<file path="src/core/apm_pkg.sv">
package apm_pkg;

  ////////////////////////////////////////////////////////////////////////
  // timing, base rate with overspeed factor 1
  localparam int CLK_HZ            = 100_000_000;
  localparam int PDM_RATE_HZ       = 1_000_000;
  localparam int PWM_RATE_HZ_X100  = 2_205_000;
  localparam int CAV_RATE_HZ       = 300;
  localparam int PLL_PDM_RATE_KHZ  = 4230;
  localparam int PDM_DIV_CYC       = CLK_HZ / PDM_RATE_HZ;
  localparam int PWM_PERIOD_CYC    = int'((64'(CLK_HZ) * 64'd100) / 64'(PWM_RATE_HZ_X100));
  localparam int CAV_PERIOD_CYC    = CLK_HZ / CAV_RATE_HZ;
  localparam int PLL_PDM_DIV_CYC   = CLK_HZ / (PLL_PDM_RATE_KHZ * 1000);

  ////////////////////////////////////////////////////////////////////////
  // register indexes, byte address is four times the index
  localparam logic [4:0] IDX_STATUS_SEL = 5'h02;
  localparam logic [4:0] IDX_AUX_DIR    = 5'h03;
  localparam logic [4:0] IDX_MOTOR_MODE = 5'h06;
  localparam logic [4:0] IDX_FUNC_LO    = 5'h0c;
  localparam logic [4:0] IDX_FUNC_HI    = 5'h0d;
  localparam logic [4:0] IDX_STATUS     = 5'h10;

  // field positions
  localparam int DIR_OUT_BIT      = 3;
  localparam int LO_EXT_OFFTRK    = 0;
  localparam int LO_CONST_SEL     = 1;
  localparam int LO_CONST_VAL     = 2;

  // reset values
  localparam logic [3:0] RST_AUX_DIR    = 4'h0;
  localparam logic [3:0] RST_FUNC_LO    = 4'h0;
  localparam logic [3:0] RST_FUNC_HI    = 4'h0;
  localparam logic       RST_STATUS_SEL = 1'b0;

  // servo and carrier scaling
  localparam int FIFO_GAIN        = 8;
  localparam int CAV_NOMINAL_POS  = 12;
  localparam int CAV_SPACE_FRAMES = 20;

  localparam logic [1:0] AXI_OKAY   = 2'h0;
  localparam logic [1:0] AXI_SLVERR = 2'h2;

  ////////////////////////////////////////////////////////////////////////
  typedef enum logic [1:0] {APM_MODE_PDM, APM_MODE_PWM2, APM_MODE_PWM4, APM_MODE_CAV} apm_mode_t;

  typedef struct packed {
    logic        awvalid;
    logic [7:0]  awaddr;
    logic        wvalid;
    logic [31:0] wdata;
    logic [3:0]  wstrb;
    logic        bready;
    logic        arvalid;
    logic [7:0]  araddr;
    logic        rready;
  } apm_axil_req_t;

  typedef struct packed {
    logic        awready;
    logic        wready;
    logic        bvalid;
    logic [1:0]  bresp;
    logic        arready;
    logic        rvalid;
    logic [31:0] rdata;
    logic [1:0]  rresp;
  } apm_axil_rsp_t;

  // symmetric clamp keeps pwm magnitude inside 7 bits
  function automatic logic signed [7:0] apm_sat8(input logic signed [11:0] v);
    if (v > 12'sd127) return 8'sd127;
    else if (v < -12'sd127) return -8'sd127;
    else return v[7:0];
  endfunction

endpackage

</file>
<file path="src/core/apm_motor_out.sv">
`timescale 1ns/1ps
module apm_motor_out #(
  parameter int OVERSPEED  = 1,
  parameter int PWM_PERIOD = apm_pkg::PWM_PERIOD_CYC,
  parameter int CAV_PERIOD = apm_pkg::CAV_PERIOD_CYC
) (
  input  wire logic               clk,
  input  wire logic               rst_n,
  input  wire apm_pkg::apm_mode_t mode,
  input  wire logic signed [7:0]  drive,
  input  wire logic signed [4:0]  fifo_pos,
  input  wire logic [7:0]         pll_freq,
  output logic                    mot_a,
  output logic                    mot_b,
  output logic                    line_c,
  output logic                    line_d
);
  import apm_pkg::*;

  localparam logic [7:0]  PDM_LAST = 8'(PDM_DIV_CYC / OVERSPEED - 1);
  localparam logic [4:0]  PLL_LAST = 5'(PLL_PDM_DIV_CYC / OVERSPEED - 1);
  localparam int          PWM_N    = PWM_PERIOD / OVERSPEED;
  localparam logic [19:0] PWM_LAST = 20'(PWM_N - 1);
  localparam logic [19:0] CAV_LAST = 20'(CAV_PERIOD - 1);

  typedef struct packed {
    logic [7:0]  pdm_div;
    logic        pdm_tick;
    logic [7:0]  pdm_acc;
    logic [4:0]  pll_div;
    logic        pll_tick;
    logic [7:0]  pll_acc;
    logic [19:0] pwm_cnt;
    logic [19:0] pwm_duty;
    logic        pwm_pos;
    logic        pwm_neg;
    logic [19:0] cav_cnt;
    logic        mot_a;
    logic        mot_b;
    logic        line_c;
    logic        line_d;
  } apm_mot_state_t;

  apm_mot_state_t s_q, s_d;

  always_comb begin
    logic [8:0]  sum;
    logic [6:0]  mag;
    logic [5:0]  cpos;
    logic [19:0] cduty;
    logic        on;
    sum   = 9'h000;
    mag   = drive[7] ? 7'(-drive) : drive[6:0];
    cpos  = 6'(fifo_pos + 5'sd0) + 6'(CAV_NOMINAL_POS);
    cduty = 20'((32'(cpos) * 32'(CAV_PERIOD)) / CAV_SPACE_FRAMES);
    on    = (s_q.pwm_cnt < s_q.pwm_duty);
    s_d   = s_q;
    // enables from dividers, one cycle wide
    s_d.pdm_tick = (s_q.pdm_div == PDM_LAST);
    s_d.pdm_div  = s_d.pdm_tick ? 8'h00 : s_q.pdm_div + 8'h01;
    s_d.pll_tick = (s_q.pll_div == PLL_LAST);
    s_d.pll_div  = s_d.pll_tick ? 5'h00 : s_q.pll_div + 5'h01;
    s_d.cav_cnt  = (s_q.cav_cnt == CAV_LAST) ? 20'h00000 : s_q.cav_cnt + 20'h00001;
    s_d.pwm_cnt  = (s_q.pwm_cnt == PWM_LAST) ? 20'h00000 : s_q.pwm_cnt + 20'h00001;
    // command is sampled once per period so a pulse is never cut short
    if (s_q.pwm_cnt == PWM_LAST) begin
      s_d.pwm_duty = 20'((32'(mag) * 32'(PWM_N)) >> 7);
      s_d.pwm_pos  = (drive > 8'sd0);
      s_d.pwm_neg  = drive[7];
    end
    s_d.line_c = 1'b0;
    s_d.line_d = 1'b0;
    case (mode)
      APM_MODE_PDM: begin
        if (s_q.pdm_tick) begin
          sum = {1'b0, s_q.pdm_acc} + {1'b0, drive ^ 8'h80};
          s_d.pdm_acc = sum[7:0];
          s_d.mot_a   = sum[8];
        end
        s_d.mot_b = ~s_d.mot_a;
      end
      APM_MODE_PWM2, APM_MODE_PWM4: begin
        s_d.mot_a = s_q.pwm_pos & on;
        s_d.mot_b = s_q.pwm_neg & on;
        if (mode == APM_MODE_PWM4) begin
          // low-side legs of the bridge follow the direction
          s_d.line_c = s_q.pwm_pos;
          s_d.line_d = s_q.pwm_neg;
        end
      end
      default: begin
        // servo drive ignored here
        s_d.mot_a = (s_q.cav_cnt < cduty);
        if (s_q.pll_tick) begin
          sum = {1'b0, s_q.pll_acc} + {1'b0, pll_freq};
          s_d.pll_acc = sum[7:0];
          s_d.mot_b   = sum[8];
        end
      end
    endcase
  end

  always_ff @(posedge clk or negedge rst_n) begin
    if (!rst_n) s_q <= '0;
    else s_q <= s_d;
  end

  assign mot_a  = s_q.mot_a;
  assign mot_b  = s_q.mot_b;
  assign line_c = s_q.line_c;
  assign line_d = s_q.line_d;
endmodule // apm_motor_out

</file>
<file path="src/core/apm_aux_motor.sv">
`timescale 1ns/1ps
// Behaviour
// - the dual pin is an input while direction bit 3 is 0, an open-drain output when 1, and an input after reset.
// - direction and the output function of the dual pin are set independently and a function alone never alters input use.
// - function-low bit 0 high takes the off-track signal from aux pin one, low uses the internal one.
// - software reads aux pin one or the dual pin input through a status bit whose source a select register picks.
// - in output role function-low bits 2:1 give the right silence flag (bit 1 low), a constant 0 (01) or a constant 1 (11).
// - aux pin four gives subcode for 01, 0 for 10, 1 for 11, and the four-line motor leg when function-high is all zero.
// - aux pin five gives the de-emphasis flag high for 01, 0 for 10 and 1 for 11 in function-high bits 3:2.
// - the motor mode register picks pulse density, two-line pwm, four-line pwm or the cav disc motor mode.
// - the drive value comes from the buffer fill position and the measured speed error.
// - in pulse density a half ones density is no drive, more accelerates, less brakes.
// - in pulse density motor line b is always the inverse of motor line a.
// - in pulse density both lines change only on the one megahertz times n enable.
// - in two-line pwm line a carries acceleration and line b braking at 22.05 kHz times n.
// - in four-line pwm aux pins four and five become two more motor drive lines when function-high is all zero.
// - the right silence flag pulls the dual pin low on right-channel silence.
// - in cav disc motor mode line a is pwm of the buffer position, line b pulse density of the pll rate, servo off.
module apm_aux_motor #(
  parameter int OVERSPEED  = 1,
  parameter int PWM_PERIOD = apm_pkg::PWM_PERIOD_CYC,
  parameter int CAV_PERIOD = apm_pkg::CAV_PERIOD_CYC
) (
  // clock and reset
  input  wire logic                   REF_CLK,
  input  wire logic                   RST_N,
  // register bus
  input  wire apm_pkg::apm_axil_req_t AXI_REQ,
  output apm_pkg::apm_axil_rsp_t      AXI_RSP,
  // reconfigurable pins
  input  wire logic                   AUX_PIN_ONE,
  input  wire logic                   DUAL_PIN_INPUT_ROLE,
  output logic                        DUAL_PIN_OUTPUT_ROLE,
  output logic                        DUAL_PIN_OE_N,
  output logic                        AUX_PIN_FOUR,
  output logic                        AUX_PIN_FIVE,
  // decoder side signals
  input  wire logic                   OFFTRACK_INT,
  input  wire logic                   RIGHT_SILENCE,
  input  wire logic                   SUBCODE_QW,
  input  wire logic                   DEEMPH_FLAG,
  output logic                        OFFTRACK_OUT,
  output logic                        DECODER_STATUS,
  // servo measurements
  input  wire logic signed [4:0]      FIFO_POS,
  input  wire logic signed [7:0]      SPEED_ERR,
  input  wire logic [7:0]             PLL_FREQ,
  // motor bridge
  output logic                        MOTOR_OUT_A,
  output logic                        MOTOR_OUT_B
);
  import apm_pkg::*;

  typedef struct packed {
    logic              aw_have;
    logic [7:0]        aw_addr;
    logic              w_have;
    logic [3:0]        w_data;
    logic              w_lane0;
    apm_axil_rsp_t     rsp;
    logic [3:0]        aux_dir;
    logic [3:0]        func_lo;
    logic [3:0]        func_hi;
    logic              status_sel;
    apm_mode_t         motor_mode;
    logic signed [7:0] drive;
    logic              dual_o;
    logic              dual_oe_n;
    logic              aux4;
    logic              aux5;
    logic              offtrack;
    logic              status;
    logic              mot_a;
    logic              mot_b;
  } apm_top_state_t;

  apm_top_state_t s_q, s_d;
  logic           m_a;
  logic           m_b;
  logic           m_c;
  logic           m_d;

  ////////////////////////////////////////////////////////////////////////
  function automatic logic is_mapped(input logic [7:0] addr);
    logic [4:0] idx;
    idx = addr[6:2];
    if (addr[7] || addr[1:0] != 2'b00) return 1'b0;
    else if (idx == IDX_STATUS_SEL || idx == IDX_AUX_DIR || idx == IDX_MOTOR_MODE) return 1'b1;
    else if (idx == IDX_FUNC_LO || idx == IDX_FUNC_HI || idx == IDX_STATUS) return 1'b1;
    else return 1'b0;
  endfunction

  apm_motor_out #(
    .OVERSPEED  (OVERSPEED),
    .PWM_PERIOD (PWM_PERIOD),
    .CAV_PERIOD (CAV_PERIOD)
  ) u_motor (
    .clk      (REF_CLK),
    .rst_n    (RST_N),
    .mode     (s_q.motor_mode),
    .drive    (s_q.drive),
    .fifo_pos (FIFO_POS),
    .pll_freq (PLL_FREQ),
    .mot_a    (m_a),
    .mot_b    (m_b),
    .line_c   (m_c),
    .line_d   (m_d)
  );

  ////////////////////////////////////////////////////////////////////////
  always_comb begin
    logic [4:0]  idx;
    logic [31:0] rd;
    logic        lvl;
    idx = 5'h00;
    rd  = 32'h00000000;
    lvl = 1'b1;
    s_d = s_q;
    // write path: address and data may arrive in either order
    if (s_q.rsp.bvalid && AXI_REQ.bready) s_d.rsp.bvalid = 1'b0;
    if (AXI_REQ.awvalid && s_q.rsp.awready) begin
      s_d.aw_have = 1'b1;
      s_d.aw_addr = AXI_REQ.awaddr;
    end
    if (AXI_REQ.wvalid && s_q.rsp.wready) begin
      s_d.w_have  = 1'b1;
      s_d.w_data  = AXI_REQ.wdata[3:0];
      s_d.w_lane0 = AXI_REQ.wstrb[0];
    end
    if (s_q.aw_have && s_q.w_have && !s_q.rsp.bvalid) begin
      idx = s_q.aw_addr[6:2];
      s_d.aw_have    = 1'b0;
      s_d.w_have     = 1'b0;
      s_d.rsp.bvalid = 1'b1;
      s_d.rsp.bresp  = is_mapped(s_q.aw_addr) ? AXI_OKAY : AXI_SLVERR;
      if (!is_mapped(s_q.aw_addr) || !s_q.w_lane0) begin
        s_d.rsp.bresp = s_d.rsp.bresp;
      end else if (idx == IDX_AUX_DIR) begin
        s_d.aux_dir = s_q.w_data;
      end else if (idx == IDX_FUNC_LO) begin
        s_d.func_lo = s_q.w_data;
      end else if (idx == IDX_FUNC_HI) begin
        s_d.func_hi = s_q.w_data;
      end else if (idx == IDX_STATUS_SEL) begin
        s_d.status_sel = s_q.w_data[0];
      end else if (idx == IDX_MOTOR_MODE) begin
        s_d.motor_mode = apm_mode_t'(s_q.w_data[1:0]);
      end
    end
    s_d.rsp.awready = !s_d.aw_have;
    s_d.rsp.wready  = !s_d.w_have;

    // read path: one outstanding read, data one cycle after the address
    if (s_q.rsp.rvalid && AXI_REQ.rready) s_d.rsp.rvalid = 1'b0;
    if (AXI_REQ.arvalid && s_q.rsp.arready) begin
      idx = AXI_REQ.araddr[6:2];
      if (!is_mapped(AXI_REQ.araddr)) rd = 32'h00000000;
      else if (idx == IDX_AUX_DIR) rd = {28'h0000000, s_q.aux_dir};
      else if (idx == IDX_FUNC_LO) rd = {28'h0000000, s_q.func_lo};
      else if (idx == IDX_FUNC_HI) rd = {28'h0000000, s_q.func_hi};
      else if (idx == IDX_STATUS_SEL) rd = {31'h00000000, s_q.status_sel};
      else if (idx == IDX_MOTOR_MODE) rd = {30'h00000000, s_q.motor_mode};
      else rd = {16'h0000, s_q.drive, 5'h00, DUAL_PIN_INPUT_ROLE, AUX_PIN_ONE, s_q.status};
      s_d.rsp.rvalid = 1'b1;
      s_d.rsp.rdata  = rd;
      s_d.rsp.rresp  = is_mapped(AXI_REQ.araddr) ? AXI_OKAY : AXI_SLVERR;
    end
    s_d.rsp.arready = !s_d.rsp.rvalid;

    // speed error pushes, a filling buffer means too fast and brakes
    s_d.drive = apm_sat8(12'(SPEED_ERR) - 12'(FIFO_POS) * 12'(FIFO_GAIN));

    s_d.offtrack = s_q.func_lo[LO_EXT_OFFTRK] ? AUX_PIN_ONE : OFFTRACK_INT;
    s_d.status   = s_q.status_sel ? DUAL_PIN_INPUT_ROLE : AUX_PIN_ONE;

    // function is computed even in input role; only the enable looks at direction
    if (!s_q.func_lo[LO_CONST_SEL]) lvl = !RIGHT_SILENCE;
    else lvl = s_q.func_lo[LO_CONST_VAL];
    s_d.dual_o    = 1'b0;
    s_d.dual_oe_n = !(s_q.aux_dir[DIR_OUT_BIT] && !lvl);

    case (s_q.func_hi[1:0])
      2'b01:   s_d.aux4 = SUBCODE_QW;
      2'b10:   s_d.aux4 = 1'b0;
      2'b11:   s_d.aux4 = 1'b1;
      default: s_d.aux4 = (s_q.func_hi == 4'h0) ? m_c : 1'b0;
    endcase
    case (s_q.func_hi[3:2])
      2'b01:   s_d.aux5 = DEEMPH_FLAG;
      2'b10:   s_d.aux5 = 1'b0;
      2'b11:   s_d.aux5 = 1'b1;
      default: s_d.aux5 = (s_q.func_hi == 4'h0) ? m_d : 1'b0;
    endcase

    s_d.mot_a = m_a;
    s_d.mot_b = m_b;
  end

  always_ff @(posedge REF_CLK or negedge RST_N) begin
    if (!RST_N) begin
      s_q               <= '0;
      s_q.rsp.awready   <= 1'b1;
      s_q.rsp.wready    <= 1'b1;
      s_q.rsp.arready   <= 1'b1;
      s_q.aux_dir       <= RST_AUX_DIR;
      s_q.func_lo       <= RST_FUNC_LO;
      s_q.func_hi       <= RST_FUNC_HI;
      s_q.status_sel    <= RST_STATUS_SEL;
      s_q.motor_mode    <= APM_MODE_PDM;
      s_q.dual_oe_n     <= 1'b1;
    end else begin
      s_q <= s_d;
    end
  end

  assign AXI_RSP              = s_q.rsp;
  assign DUAL_PIN_OUTPUT_ROLE = s_q.dual_o;
  assign DUAL_PIN_OE_N        = s_q.dual_oe_n;
  assign AUX_PIN_FOUR         = s_q.aux4;
  assign AUX_PIN_FIVE         = s_q.aux5;
  assign OFFTRACK_OUT         = s_q.offtrack;
  assign DECODER_STATUS       = s_q.status;
  assign MOTOR_OUT_A          = s_q.mot_a;
  assign MOTOR_OUT_B          = s_q.mot_b;
endmodule // apm_aux_motor

</file>
<file path="config.mk">
export PLATFORM = sky130hd
export DESIGN_NAME = apm_aux_motor
export DESIGN_NICKNAME = d
export VERILOG_FILES = /design/src/core/apm_pkg.sv /design/src/core/apm_motor_out.sv /design/src/core/apm_aux_motor.sv
export SDC_FILE = /design/constraint.sdc
export NUM_CORES = 1
export LEC_CHECK = 0
export ABC_AREA = 1
export BUFFER_PORTS_ARGS = -buffer_cell sky130_fd_sc_hd__clkbuf_2
export CORE_UTILIZATION = 30
export DETAILED_ROUTE_END_ITERATION = 10
export PLACE_DENSITY_LB_ADDON = 0.08
export SYNTH_ARGS = -nofsm -noshare
export SYNTH_HDL_FRONTEND = slang
export SYNTH_SLANG_ARGS = --single-unit
</file>
<file path="constraint.sdc">
create_clock -name REF_CLK -period 8.7 [get_ports REF_CLK]
set_input_delay 0.87 -clock REF_CLK [delete_from_list [all_inputs] [get_ports REF_CLK]]
set_output_delay 0.87 -clock REF_CLK [all_outputs]
set_load 0.005 [all_outputs]
</file>
* Word-level counts from Yosys, hierarchy flattened
Index checks and enable logic that the tools add are counted.
Operators by class: $add $sub $neg 9, multipliers 2, div/mod/pow operators 1, order comparisons 5, eq/ne operators 24, multiplexer cells 44, bitwise logic cells 10, reductions and logical operators 43
Operators with widths (number):
- $mux W16 | 6
- $add A20 B1 Y20 const B | 2
- $mux W20 | 2
- $mux W35 | 1
- $div A25 B5 Y32 const B | 1
- $mul A6 B19 Y25 const B | 1
- $mux W8 | 3
- $eq A20 B13 Y1 const B | 1
- $eq A20 B19 Y1 const B | 1
- $eq A5 B2 Y1 const B | 4
- $eq A5 B4 Y1 const B | 4
- $lt A20 B13 Y1 | 1
- $lt A20 B20 Y1 | 1
- $mul A7 B13 Y20 const B | 1
- $mux W1 | 20
- $add A8 B8 Y9 | 2
- $eq A5 B5 Y1 const B | 3
- $logic_or A1 B1 Y1 | 11
- $eq A2 B2 Y1 const B | 5
- $eq A5 B3 Y1 const B | 2
- $gt A9 B8 Y1 const B | 1
- $logic_not A1 Y1 | 9
- $lt A9 B8 Y1 const B | 1
- $mux W9 | 1
- other kinds (30) | 54
Storage, ports and cells: register bits 176, output and inout port bits 49, logic and storage cells 179

* Logic depth before layout (Yosys ltp)
Gate-level depths: netlist (run 1).
word-level depth 11, mapped depth 121

* Modules after synthesis
A second synthesis (run 1) with hierarchy kept.
Unflattened totals: cells, all modules 1979, area total of the unflattened synthesis 14092.3 um^2
By module, submodules not included:
- apm_motor_out | times used 1, cells each 1564, area each 10656.5 um^2, sequential area each 2252.2 um^2
- apm_aux_motor | times used 1, cells each 415, area each 3435.8 um^2, sequential area each 1606.5 um^2

* Worst setup path after synthesis (run 1)
Ideal clock, no wire load.
path type input port to flip-flop, start input FIFO_POS[2], end register u_motor.s_q, in the netlist u_motor.mot_a, data arrival time 10.051 ns, path slack -1.468 ns, cell stages on the path 103, path buffers 0, cell sequence inv_1 > ha_1 > xor2_1 > inv_1 > ha_1 > inv_1 > fa_1 > inv_1 > ha_1 > ha_1 > nand2_1 > inv_1 > a21oi_1 > nand2_1 > nand2_1 > nand3_1 > nand2_1 > nand2_2 > [67 not listed] > o21ai_2 > nand2_1 > nand2_1 > nand2_2 > nand2_2 > nand2_1 > nand3_2 > nand2_1 > nand2_1 > inv_1 > ha_1 > nand2_1 > nand2_1 > nand2_1 > nand2_1 > nand2_1 > nand2_1 > nand2_1
RTL lines:
- start: declaration | line apm_aux_motor.sv:45 | input wire logic signed [4:0] FIFO_POS,
- end signal: assignment | line apm_motor_out.sv:104 | if (!rst_n) s_q <= '0;
- end signal: assignment | line apm_motor_out.sv:105 | else s_q <= s_d;
- end: declaration | line apm_motor_out.sv:44 | apm_mot_state_t s_q, s_d;

==> results.ini, run 1 <==
[run_status]
status = finished, violations left
violations = setup timing

[yosys]
ys_async_sr_fraction_pct = 100
syn-cell-area_um2 = 13400
synth-simple-area-share_pct = 26.6
avgSynthCellArea_um2 = 7.32
synth.distinct_cells = 55
synth-seq-cells = 154
ys_seq_area_share_pct = 28.8
synth_cells = 1832
synthMuxAreaShare_pct = 0.392
synthAdderAreaFrac_pct = 19.2
synth_xor_area_share_pct = 2.94
ys_warn_count = 0
synth_compound_area_share_pct = 9.62
synth-main-ff-cell = dfrtp_1
synth_top_family_by_area = simple AND/OR/NAND/NOR gates
synth_edf_count = 0

[setup_path]
cp.arrival_ns = 10.71
cp_slowest_stage_delay_ns = 0.51
startpoint_type = input pin
cp_slowest_cell = fa_1
cp_top_family = simple AND/OR/NAND/NOR gates
cp_common_cell = nand2_4
criticalPathCategory = in -> reg
crit_required_ns = 9.04
end_kind = flip-flop
worst-path-buf-inv = 19
cp_max_fo = 5

[timing]
slew_headroom_pct = 28.1
rsz0062_at_grt = yes
fin_crit_ns = 10.37
clock_skew_ns = 0.00981
clock.fmax_mhz = 96.5
finalSetupViolCount = 1
fin_crit_sh_pct = 119
slew_violations = 0
setup_ws_ns = -1.67
worstMarginPinSlew_ns = 1.07
timing.setup.tns_ns = -1.67
hold_viol_final = 0

[finish]
layout_commonest_cell = nand2_1
largest_register_ff_count = 86
final_cell_mix = 319 x nand2_1, 309 x inv_1, 228 x buf_4
n_fill_cell = 4614
num_antenna_cells = 0
top_register = u_motor.s_q
nets = 2406
syn_to_final_growth_pct = 33.5
drive_above_1_share_pct = 30.7

[floorplan]
dieHeight_um = 213
start_util_pct = 30.4
dieWidth_um = 213
ios = 135
core_region_area_um2 = 44100
dieArea_um2 = 45600
num_rows = 77

[global_routing]
grt_pass1_vias = 12100
antenna_found_initial = 0
gr-total-overflow = 0
grt_start_max_net_pins = 57
grt_pass1_wl_um = 58300
gr-usage-all-layers_pct = 16.0

[clocking]
ctsRootBufferMaster = clkbuf_16
insertion_delay_ns = 0.45
cts_buffer_depth = 2
numCtsBuffers = 17
cts_tree = done
ctsHtreeMaxLevel = 4
clk_pin_slew_ns = 0.07
cts_sinks = 154
ctsHoldBuffers = 0

[route]
antenna_left = 0
drc = 0
vias_per_cell = 4.46
num_vias = 12200
totalWireLength_um = 35400
dr.pass1.iters = 4
routedWlPerCell_um = 12.9
drt_iter0_markers = 484

[flow_run]
maxCapViolations = 0

[worst_hold_path]
hp-class = in -> async

[placed_design]
gp_routability_congestion = 0.784
hpwl_um = 27600
port-buffer-count = 80

==> per-stage QoR <==
| step | cell area (um2) | worst slack (ns) | hold slack [ns] | cells | utilization, % |
|---|---|---|---|---|---|
| 3_3_place_gp | 15700 | -2.01 | 0.396 | 2630 | 35.6 |
| 2_1_floorplan | 13700 | -1.19 | 0.349 | 1854 | - |
| 5_1_grt | 17900 | -2.48 | 0.400 | 2738 | 40.6 |
| 3_5_place_dp | 15700 | -2.25 | 0.416 | 2630 | 35.6 |
| 4_1_cts | 17200 | -1.42 | 0.379 | 2720 | 38.9 |
| 6_report | 17900 | -1.67 | 0.364 | 2738 | 40.6 |
==> cells in the mapped netlist (3+ instances only) <==
cell        n  area, um2
nor4_1     19        119
dfrtp_1   150       3750
or2_2       3       18.8
buf_4      42        315
o221ai_1    3       26.3
nor3_1     28        140
o21ai_2     5       43.8
nand3_2     6       60.1
a21o_1      3       22.5
inv_2      20       75.1
dfstp_2     4        105
clkbuf_1    8       30.0
a211oi_1    4       30.0
inv_1     333       1250
o31ai_1     9       67.6
o211ai_1    5       37.5
xnor2_1    15        131
nand4_1    17        106
nand2_2    60        375
xor2_1     30        263
fa_1       31        621
o21ai_0    92        460
nand2_1   409       1540
o22ai_1     6       37.5
nor3b_1     3       22.5
ha_1      156       1950
nor2_1    134        503
o21a_1      5       37.5
mux2i_1     3       30.0
a21oi_1    68        340
nand3_1   124        621
o21ai_1     7       35.0
==> what timing repair did <==
item | in CTS | in global routing
setup buffers | 58 | 19
hold endpoints to repair | 0 | 0
gates cloned | 0 | 0
pin swaps | 84 | 129
gates resized for setup | 105 | 147
setup endpoints to repair | 1 | 1
==> cells by family after synthesis <==
logic type      after synthesis
mux                           5
buf+inv                     405
compound gates              225
flops                       154
other cells                   1
xor+xnor                     45
simple gates                810
fa+ha+maj                   187
==> path summary, 6_finish.rpt <==
check | start | to | slack (ns) | cells after the start
max in group asynchronous | RST_N | s_q[76] | 6.53 | 3
worst max-delay path | FIFO_POS[2] | u_motor.mot_a | -1.67 | 106
min in group REF_CLK | u_motor.mot_a | MOTOR_OUT_A | 0.42 | 0
worst min register to register | u_motor.mot_a | MOTOR_OUT_A | 0.42 | 0
worst min-delay path | RST_N | u_motor.s_q[31] | 0.36 | 1
worst max register to register | s_q[8] | u_motor.s_q[37] | 1.57 | 40
==> cell type report <==
class,count,area [um2],area share (%)
clock inverters,14,155,0.866
repair buffers,310,2150,12.0
flip-flops and latches,154,3860,21.5
inverters,355,1360,7.58
clock buffers,18,439,2.45
well taps,592,741,4.14
multi-input cells,1295,9210,51.4
==> per-layer routing <==
layer	vias to the layer above	wire (um)	global-route usage, %
li1	6398	-	-
met1	5630	16400	20.0
met2	136	17600	28.8
met3	41	784	1.87
met4	0	635	4.48
met5	-	0	0
Power of run 1 is left out: the tool's default activity adds up to more than one toggle a clock period on the data nets, which glitch-free logic cannot reach.
==> run 2, diff against run 1 <==
--- a/config.mk
+++ b/config.mk
@@ -7,7 +7,7 @@
 export LEC_CHECK = 0
 export ABC_AREA = 1
 export BUFFER_PORTS_ARGS = -buffer_cell sky130_fd_sc_hd__clkbuf_2
-export CORE_UTILIZATION = 30
+export CORE_UTILIZATION = 45
 export DETAILED_ROUTE_END_ITERATION = 10
 export PLACE_DENSITY_LB_ADDON = 0.08
 export SYNTH_ARGS = -nofsm -noshare
==> results.ini, run 2 (synthesis gave the netlist of run 1 again) <==
[run_status]
status = finished, violations left
violations = setup timing

[floorplan]
dieHeight_um = 175
dieArea_um2 = 30500
ios = 135
start_util_pct = 46.2
dieWidth_um = 175
num_rows = 62
core_region_area_um2 = 29000

[placed_design]
hpwl_um = 24900
port-buffer-count = 80
gp_routability_congestion = 0.827

[flow_run]
maxCapViolations = 0

[finish]
regArea_um2 = 3860
largest_register_ff_count = 86
drive_above_1_share_pct = 27.5
layout_commonest_cell = nand2_1
num_antenna_cells = 0
nets = 2341
n_fill_cell = 2765
fin_util_pct = 58.6
multi_input_area_um2 = 8990
final_cell_mix = 324 x nand2_1, 315 x inv_1, 164 x buf_4
top_register = u_motor.s_q
syn_to_final_growth_pct = 26.8

[global_routing]
antenna_found_initial = 0
grt_pass1_wl_um = 53400
grt_start_max_net_pins = 79
gr-total-overflow = 0
gr-usage-all-layers_pct = 21.3
grt_pass1_vias = 11700

[timing]
finalSetupViolCount = 1
rsz0062_at_grt = yes
worstMarginPinSlew_ns = 1.05
slew_violations = 0
fin_crit_ns = 10.35
setup_ws_ns = -1.65
hold_viol_final = 0
slew_headroom_pct = 29.2
clock_skew_ns = 0.00714
fin_crit_sh_pct = 119
clock.fmax_mhz = 96.7

[setup_path]
cp_slowest_cell = fa_1
end_kind = flip-flop
cp.arrival_ns = 10.67
worst-path-buf-inv = 19
startpoint_type = input pin
criticalPathCategory = in -> reg
cp_slowest_stage_delay_ns = 0.49
cp_top_family = simple AND/OR/NAND/NOR gates
crit_required_ns = 9.03
cp_common_cell = nand2_2
cp_max_fo = 4

[route]
totalWireLength_um = 32000
dr.pass1.iters = 6
antenna_left = 0
vias_per_cell = 4.90
drc = 0
num_vias = 12100
drt_iter0_markers = 561
routedWlPerCell_um = 13.0

[clocking]
cts_buffer_depth = 2
numCtsBuffers = 17
cts_sinks = 154
ctsHtreeMaxLevel = 4
cts_tree = done
clk_pin_slew_ns = 0.07
insertion_delay_ns = 0.44
ctsRootBufferMaster = clkbuf_16

[worst_hold_path]
hp-class = reg -> reg

run 2: changes by cell type in the layout (fill, tap and decap cells not counted), moves of 3 or more:
cell / change
nand2_1: +5
inv_6: -4
buf_4: -64
bufinv_16: +4
nand3_2: +3
nand2_4: -11
inv_2: -5
nand2_2: +6
nand3_1: +5
nand3_4: -8
inv_1: +6
clkinv_4: -3
run 2: per-stage QoR:
stage	instance area, um2	setup TNS, ns	cells	hold slack, ns	worst slack, ns
floorplan	13700	-1.19	1854	0.349	-1.19
global placement	15300	-1.84	2404	0.391	-1.84
detailed placement	15300	-2.14	2404	0.390	-2.14
CTS	16200	-1.50	2446	0.405	-1.50
global route	17000	-2.52	2465	0.409	-2.52
finish	17000	-1.65	2465	0.397	-1.65
run 2: area by class of cell:
cell class,count,area share (%)
Multi-Input combinational cell,1295,52.9
Timing Repair Buffer,245,9.74
Clock inverter,15,1.43
Inverter,355,7.95
Tap cell,384,2.82
Sequential cell,154,22.7
Clock buffer,17,2.50
run 2: path summary, 6_finish.rpt:
| kind | cells after the start | from | slack (ns) | endpoint |
|---|---|---|---|---|
| setup / recovery | 112 | FIFO_POS[2] | -1.65 | u_motor.mot_a |
| hold / removal | 0 | u_motor.mot_b | 0.40 | MOTOR_OUT_B |
| setup reg to reg | 39 | s_q[8] | 1.52 | u_motor.s_q[37] |
| hold reg to reg | 0 | u_motor.mot_b | 0.40 | MOTOR_OUT_B |
| max in group asynchronous | 2 | RST_N | 6.79 | u_motor.s_q[96] |
| min in group asynchronous | 1 | RST_N | 0.47 | u_motor.s_q[31] |
run 2: what timing repair did:
item / in CTS / in global routing
setup buffers: 10 / 19
pin swaps: 31 / 93
resized for setup: 28 / 170
hold buffers: 0 / 0
setup endpoints to repair: 1 / 1
run 2: per-layer routing:
layer	vias to the layer above	part of all wire (%)	global-route usage (%)
met5	-	0	0
met4	0	2.0	6.59
met3	44	2.8	2.85
met2	161	50	37.7
met1	5595	45	26.9
li1	6277	-	-
Power of run 2 is left out for the same reason.
==> run 3, diff against run 2 <==
--- a/config.mk
+++ b/config.mk
@@ -6,9 +6,10 @@
 export NUM_CORES = 1
 export LEC_CHECK = 0
 export ABC_AREA = 1
-export BUFFER_PORTS_ARGS = -buffer_cell sky130_fd_sc_hd__clkbuf_2
 export CORE_UTILIZATION = 45
+export CTS_BUF_LIST = sky130_fd_sc_hd__clkbuf_2 sky130_fd_sc_hd__clkbuf_4 sky130_fd_sc_hd__clkbuf_8
 export DETAILED_ROUTE_END_ITERATION = 10
+export DONT_BUFFER_PORTS = 1
 export PLACE_DENSITY_LB_ADDON = 0.08
 export SYNTH_ARGS = -nofsm -noshare
 export SYNTH_HDL_FRONTEND = slang
==> results.ini, run 3 (synthesis gave the netlist of run 1 again) <==
[finish]
nets = 2315
largest_register_ff_count = 86
layout_commonest_cell = nand2_1
syn_to_final_growth_pct = 27.1
fin_area_um2 = 17000
top_register = u_motor.s_q
drive_above_1_share_pct = 28.0
num_antenna_cells = 0
final_cell_mix = 309 x nand2_1, 308 x inv_1, 214 x buf_4
fin_util_pct = 58.8
n_fill_cell = 2642

[timing]
setup_ws_ns = -1.67
clock_skew_ns = 0.0168
hold_viol_final = 0
fin_crit_sh_pct = 119
slew_violations = 0
worstMarginPinSlew_ns = 1.11
rsz0062_at_grt = yes
slew_headroom_pct = 25.4
finalSetupViolCount = 1
clock.fmax_mhz = 96.4
fin_crit_ns = 10.37

[global_routing]
antenna_found_initial = 0
gr-total-overflow = 0
grt_pass1_vias = 11500
grt_pass1_wl_um = 53400
gr-usage-all-layers_pct = 21.3
grt_start_max_net_pins = 155

[clocking]
ctsHtreeMaxLevel = 4
numCtsBuffers = 17
cts_tree = done
ctsRootBufferMaster = clkbuf_8
cts_buffer_depth = 2
clk_pin_slew_ns = 0.09
insertion_delay_ns = 0.46
cts_sinks = 154

[route]
dr.pass1.iters = 5
num_vias = 12000
routedWlPerCell_um = 13.5
drt_iter0_markers = 502
totalWireLength_um = 33000
antenna_left = 0
drc = 0
vias_per_cell = 4.92

[floorplan]
start_util_pct = 46.2
dieWidth_um = 175
num_rows = 62
dieArea_um2 = 30500
ios = 135
core_region_area_um2 = 29000
dieHeight_um = 175

[setup_path]
cp_max_fo = 4
cp.arrival_ns = 10.78
startpoint_type = input pin
cp_slowest_cell = fa_1
criticalPathCategory = in -> reg
cp_common_cell = buf_4
reg2reg_depth = 38
end_kind = flip-flop
cp_slowest_stage_delay_ns = 0.51
crit_required_ns = 9.10

[run_status]
status = finished, violations left
violations = setup timing

[placed_design]
hpwl_um = 24400
pre_cts_ws_ns = -2.00
placed_area_um2 = 14900
gp_routability_congestion = 0.843
port-buffer-count = 0

[worst_hold_path]
hp-class = in -> async

[flow_run]
maxCapViolations = 0

==> run 3: cell types whose count changed in the layout (fill, tap and decap cells not counted), sizes merged <==
cell      delta
clkbuf      -76
clkinvlp     +1
clkinv       -3
bufinv       -1
buf         +53
==> run 3: layout make-up <==
type,count,area [um2],area share (%)
well taps,384,480,2.82
flip-flops and latches,154,3860,22.6
inverters,355,1360,7.99
clock inverters,12,186,1.09
clock buffers,20,263,1.54
repair buffers,219,1660,9.76
multi-input cells,1295,9230,54.2
==> run 3: path summary, 6_finish.rpt <==
path | to | start | slack [ns]
max | u_motor.mot_a | FIFO_POS[3] | -1.67
min | u_motor.s_q[30] | RST_N | 0.10
max reg2reg | u_motor.s_q[37] | s_q[8] | 1.57
min reg2reg | MOTOR_OUT_B | u_motor.mot_b | 0.44
max in group asynchronous | AXI_RSP[39] | RST_N | 8.25
min in group REF_CLK | MOTOR_OUT_B | u_motor.mot_b | 0.44
==> run 3: repair_timing <==
action | CTS | global route
endpoints found under the hold margin | 0 | 0
pin swaps | 78 | 126
setup buffers | 53 | 31
setup endpoints to repair | 1 | 1
hold buffers | 0 | 0
gates resized for setup | 77 | 181
gates cloned | 0 | 0
==> run 3: metal layers <==
| metal | vias up | GRT usage (%) | share of wire (%) |
|---|---|---|---|
| met3 | 27 | 2.57 | 2.6 |
| met4 | 0 | 5.43 | 1.2 |
| met1 | 5577 | 27.2 | 46 |
| li1 | 6229 | - | - |
| met5 | - | 0 | 0 |
| met2 | 161 | 38.0 | 50 |
==> run 3: per-stage QoR <==
| stage | TNS, ns | hold slack [ns] | cells |
|---|---|---|---|
| finish | -1.67 | 0.103 | 2439 |
| global route | -2.39 | 0.0646 | 2439 |
| CTS | -1.24 | 0.0644 | 2408 |
| detailed placement | -2.00 | 0.397 | 2323 |
| global placement | -1.71 | 0.400 | 2323 |
| floorplan | -1.19 | 0.349 | 1854 |
==> run 3: worst max-delay path: cells and delay by family <==
kind                       cells  cell delay, ns
and+or+nand+nor               40            3.22
AOI/OAI and AO/OA              4            0.75
adders and majority gates      6            1.87
buffers and inverters         38            4.03
Power of run 3 is left out for the same reason.
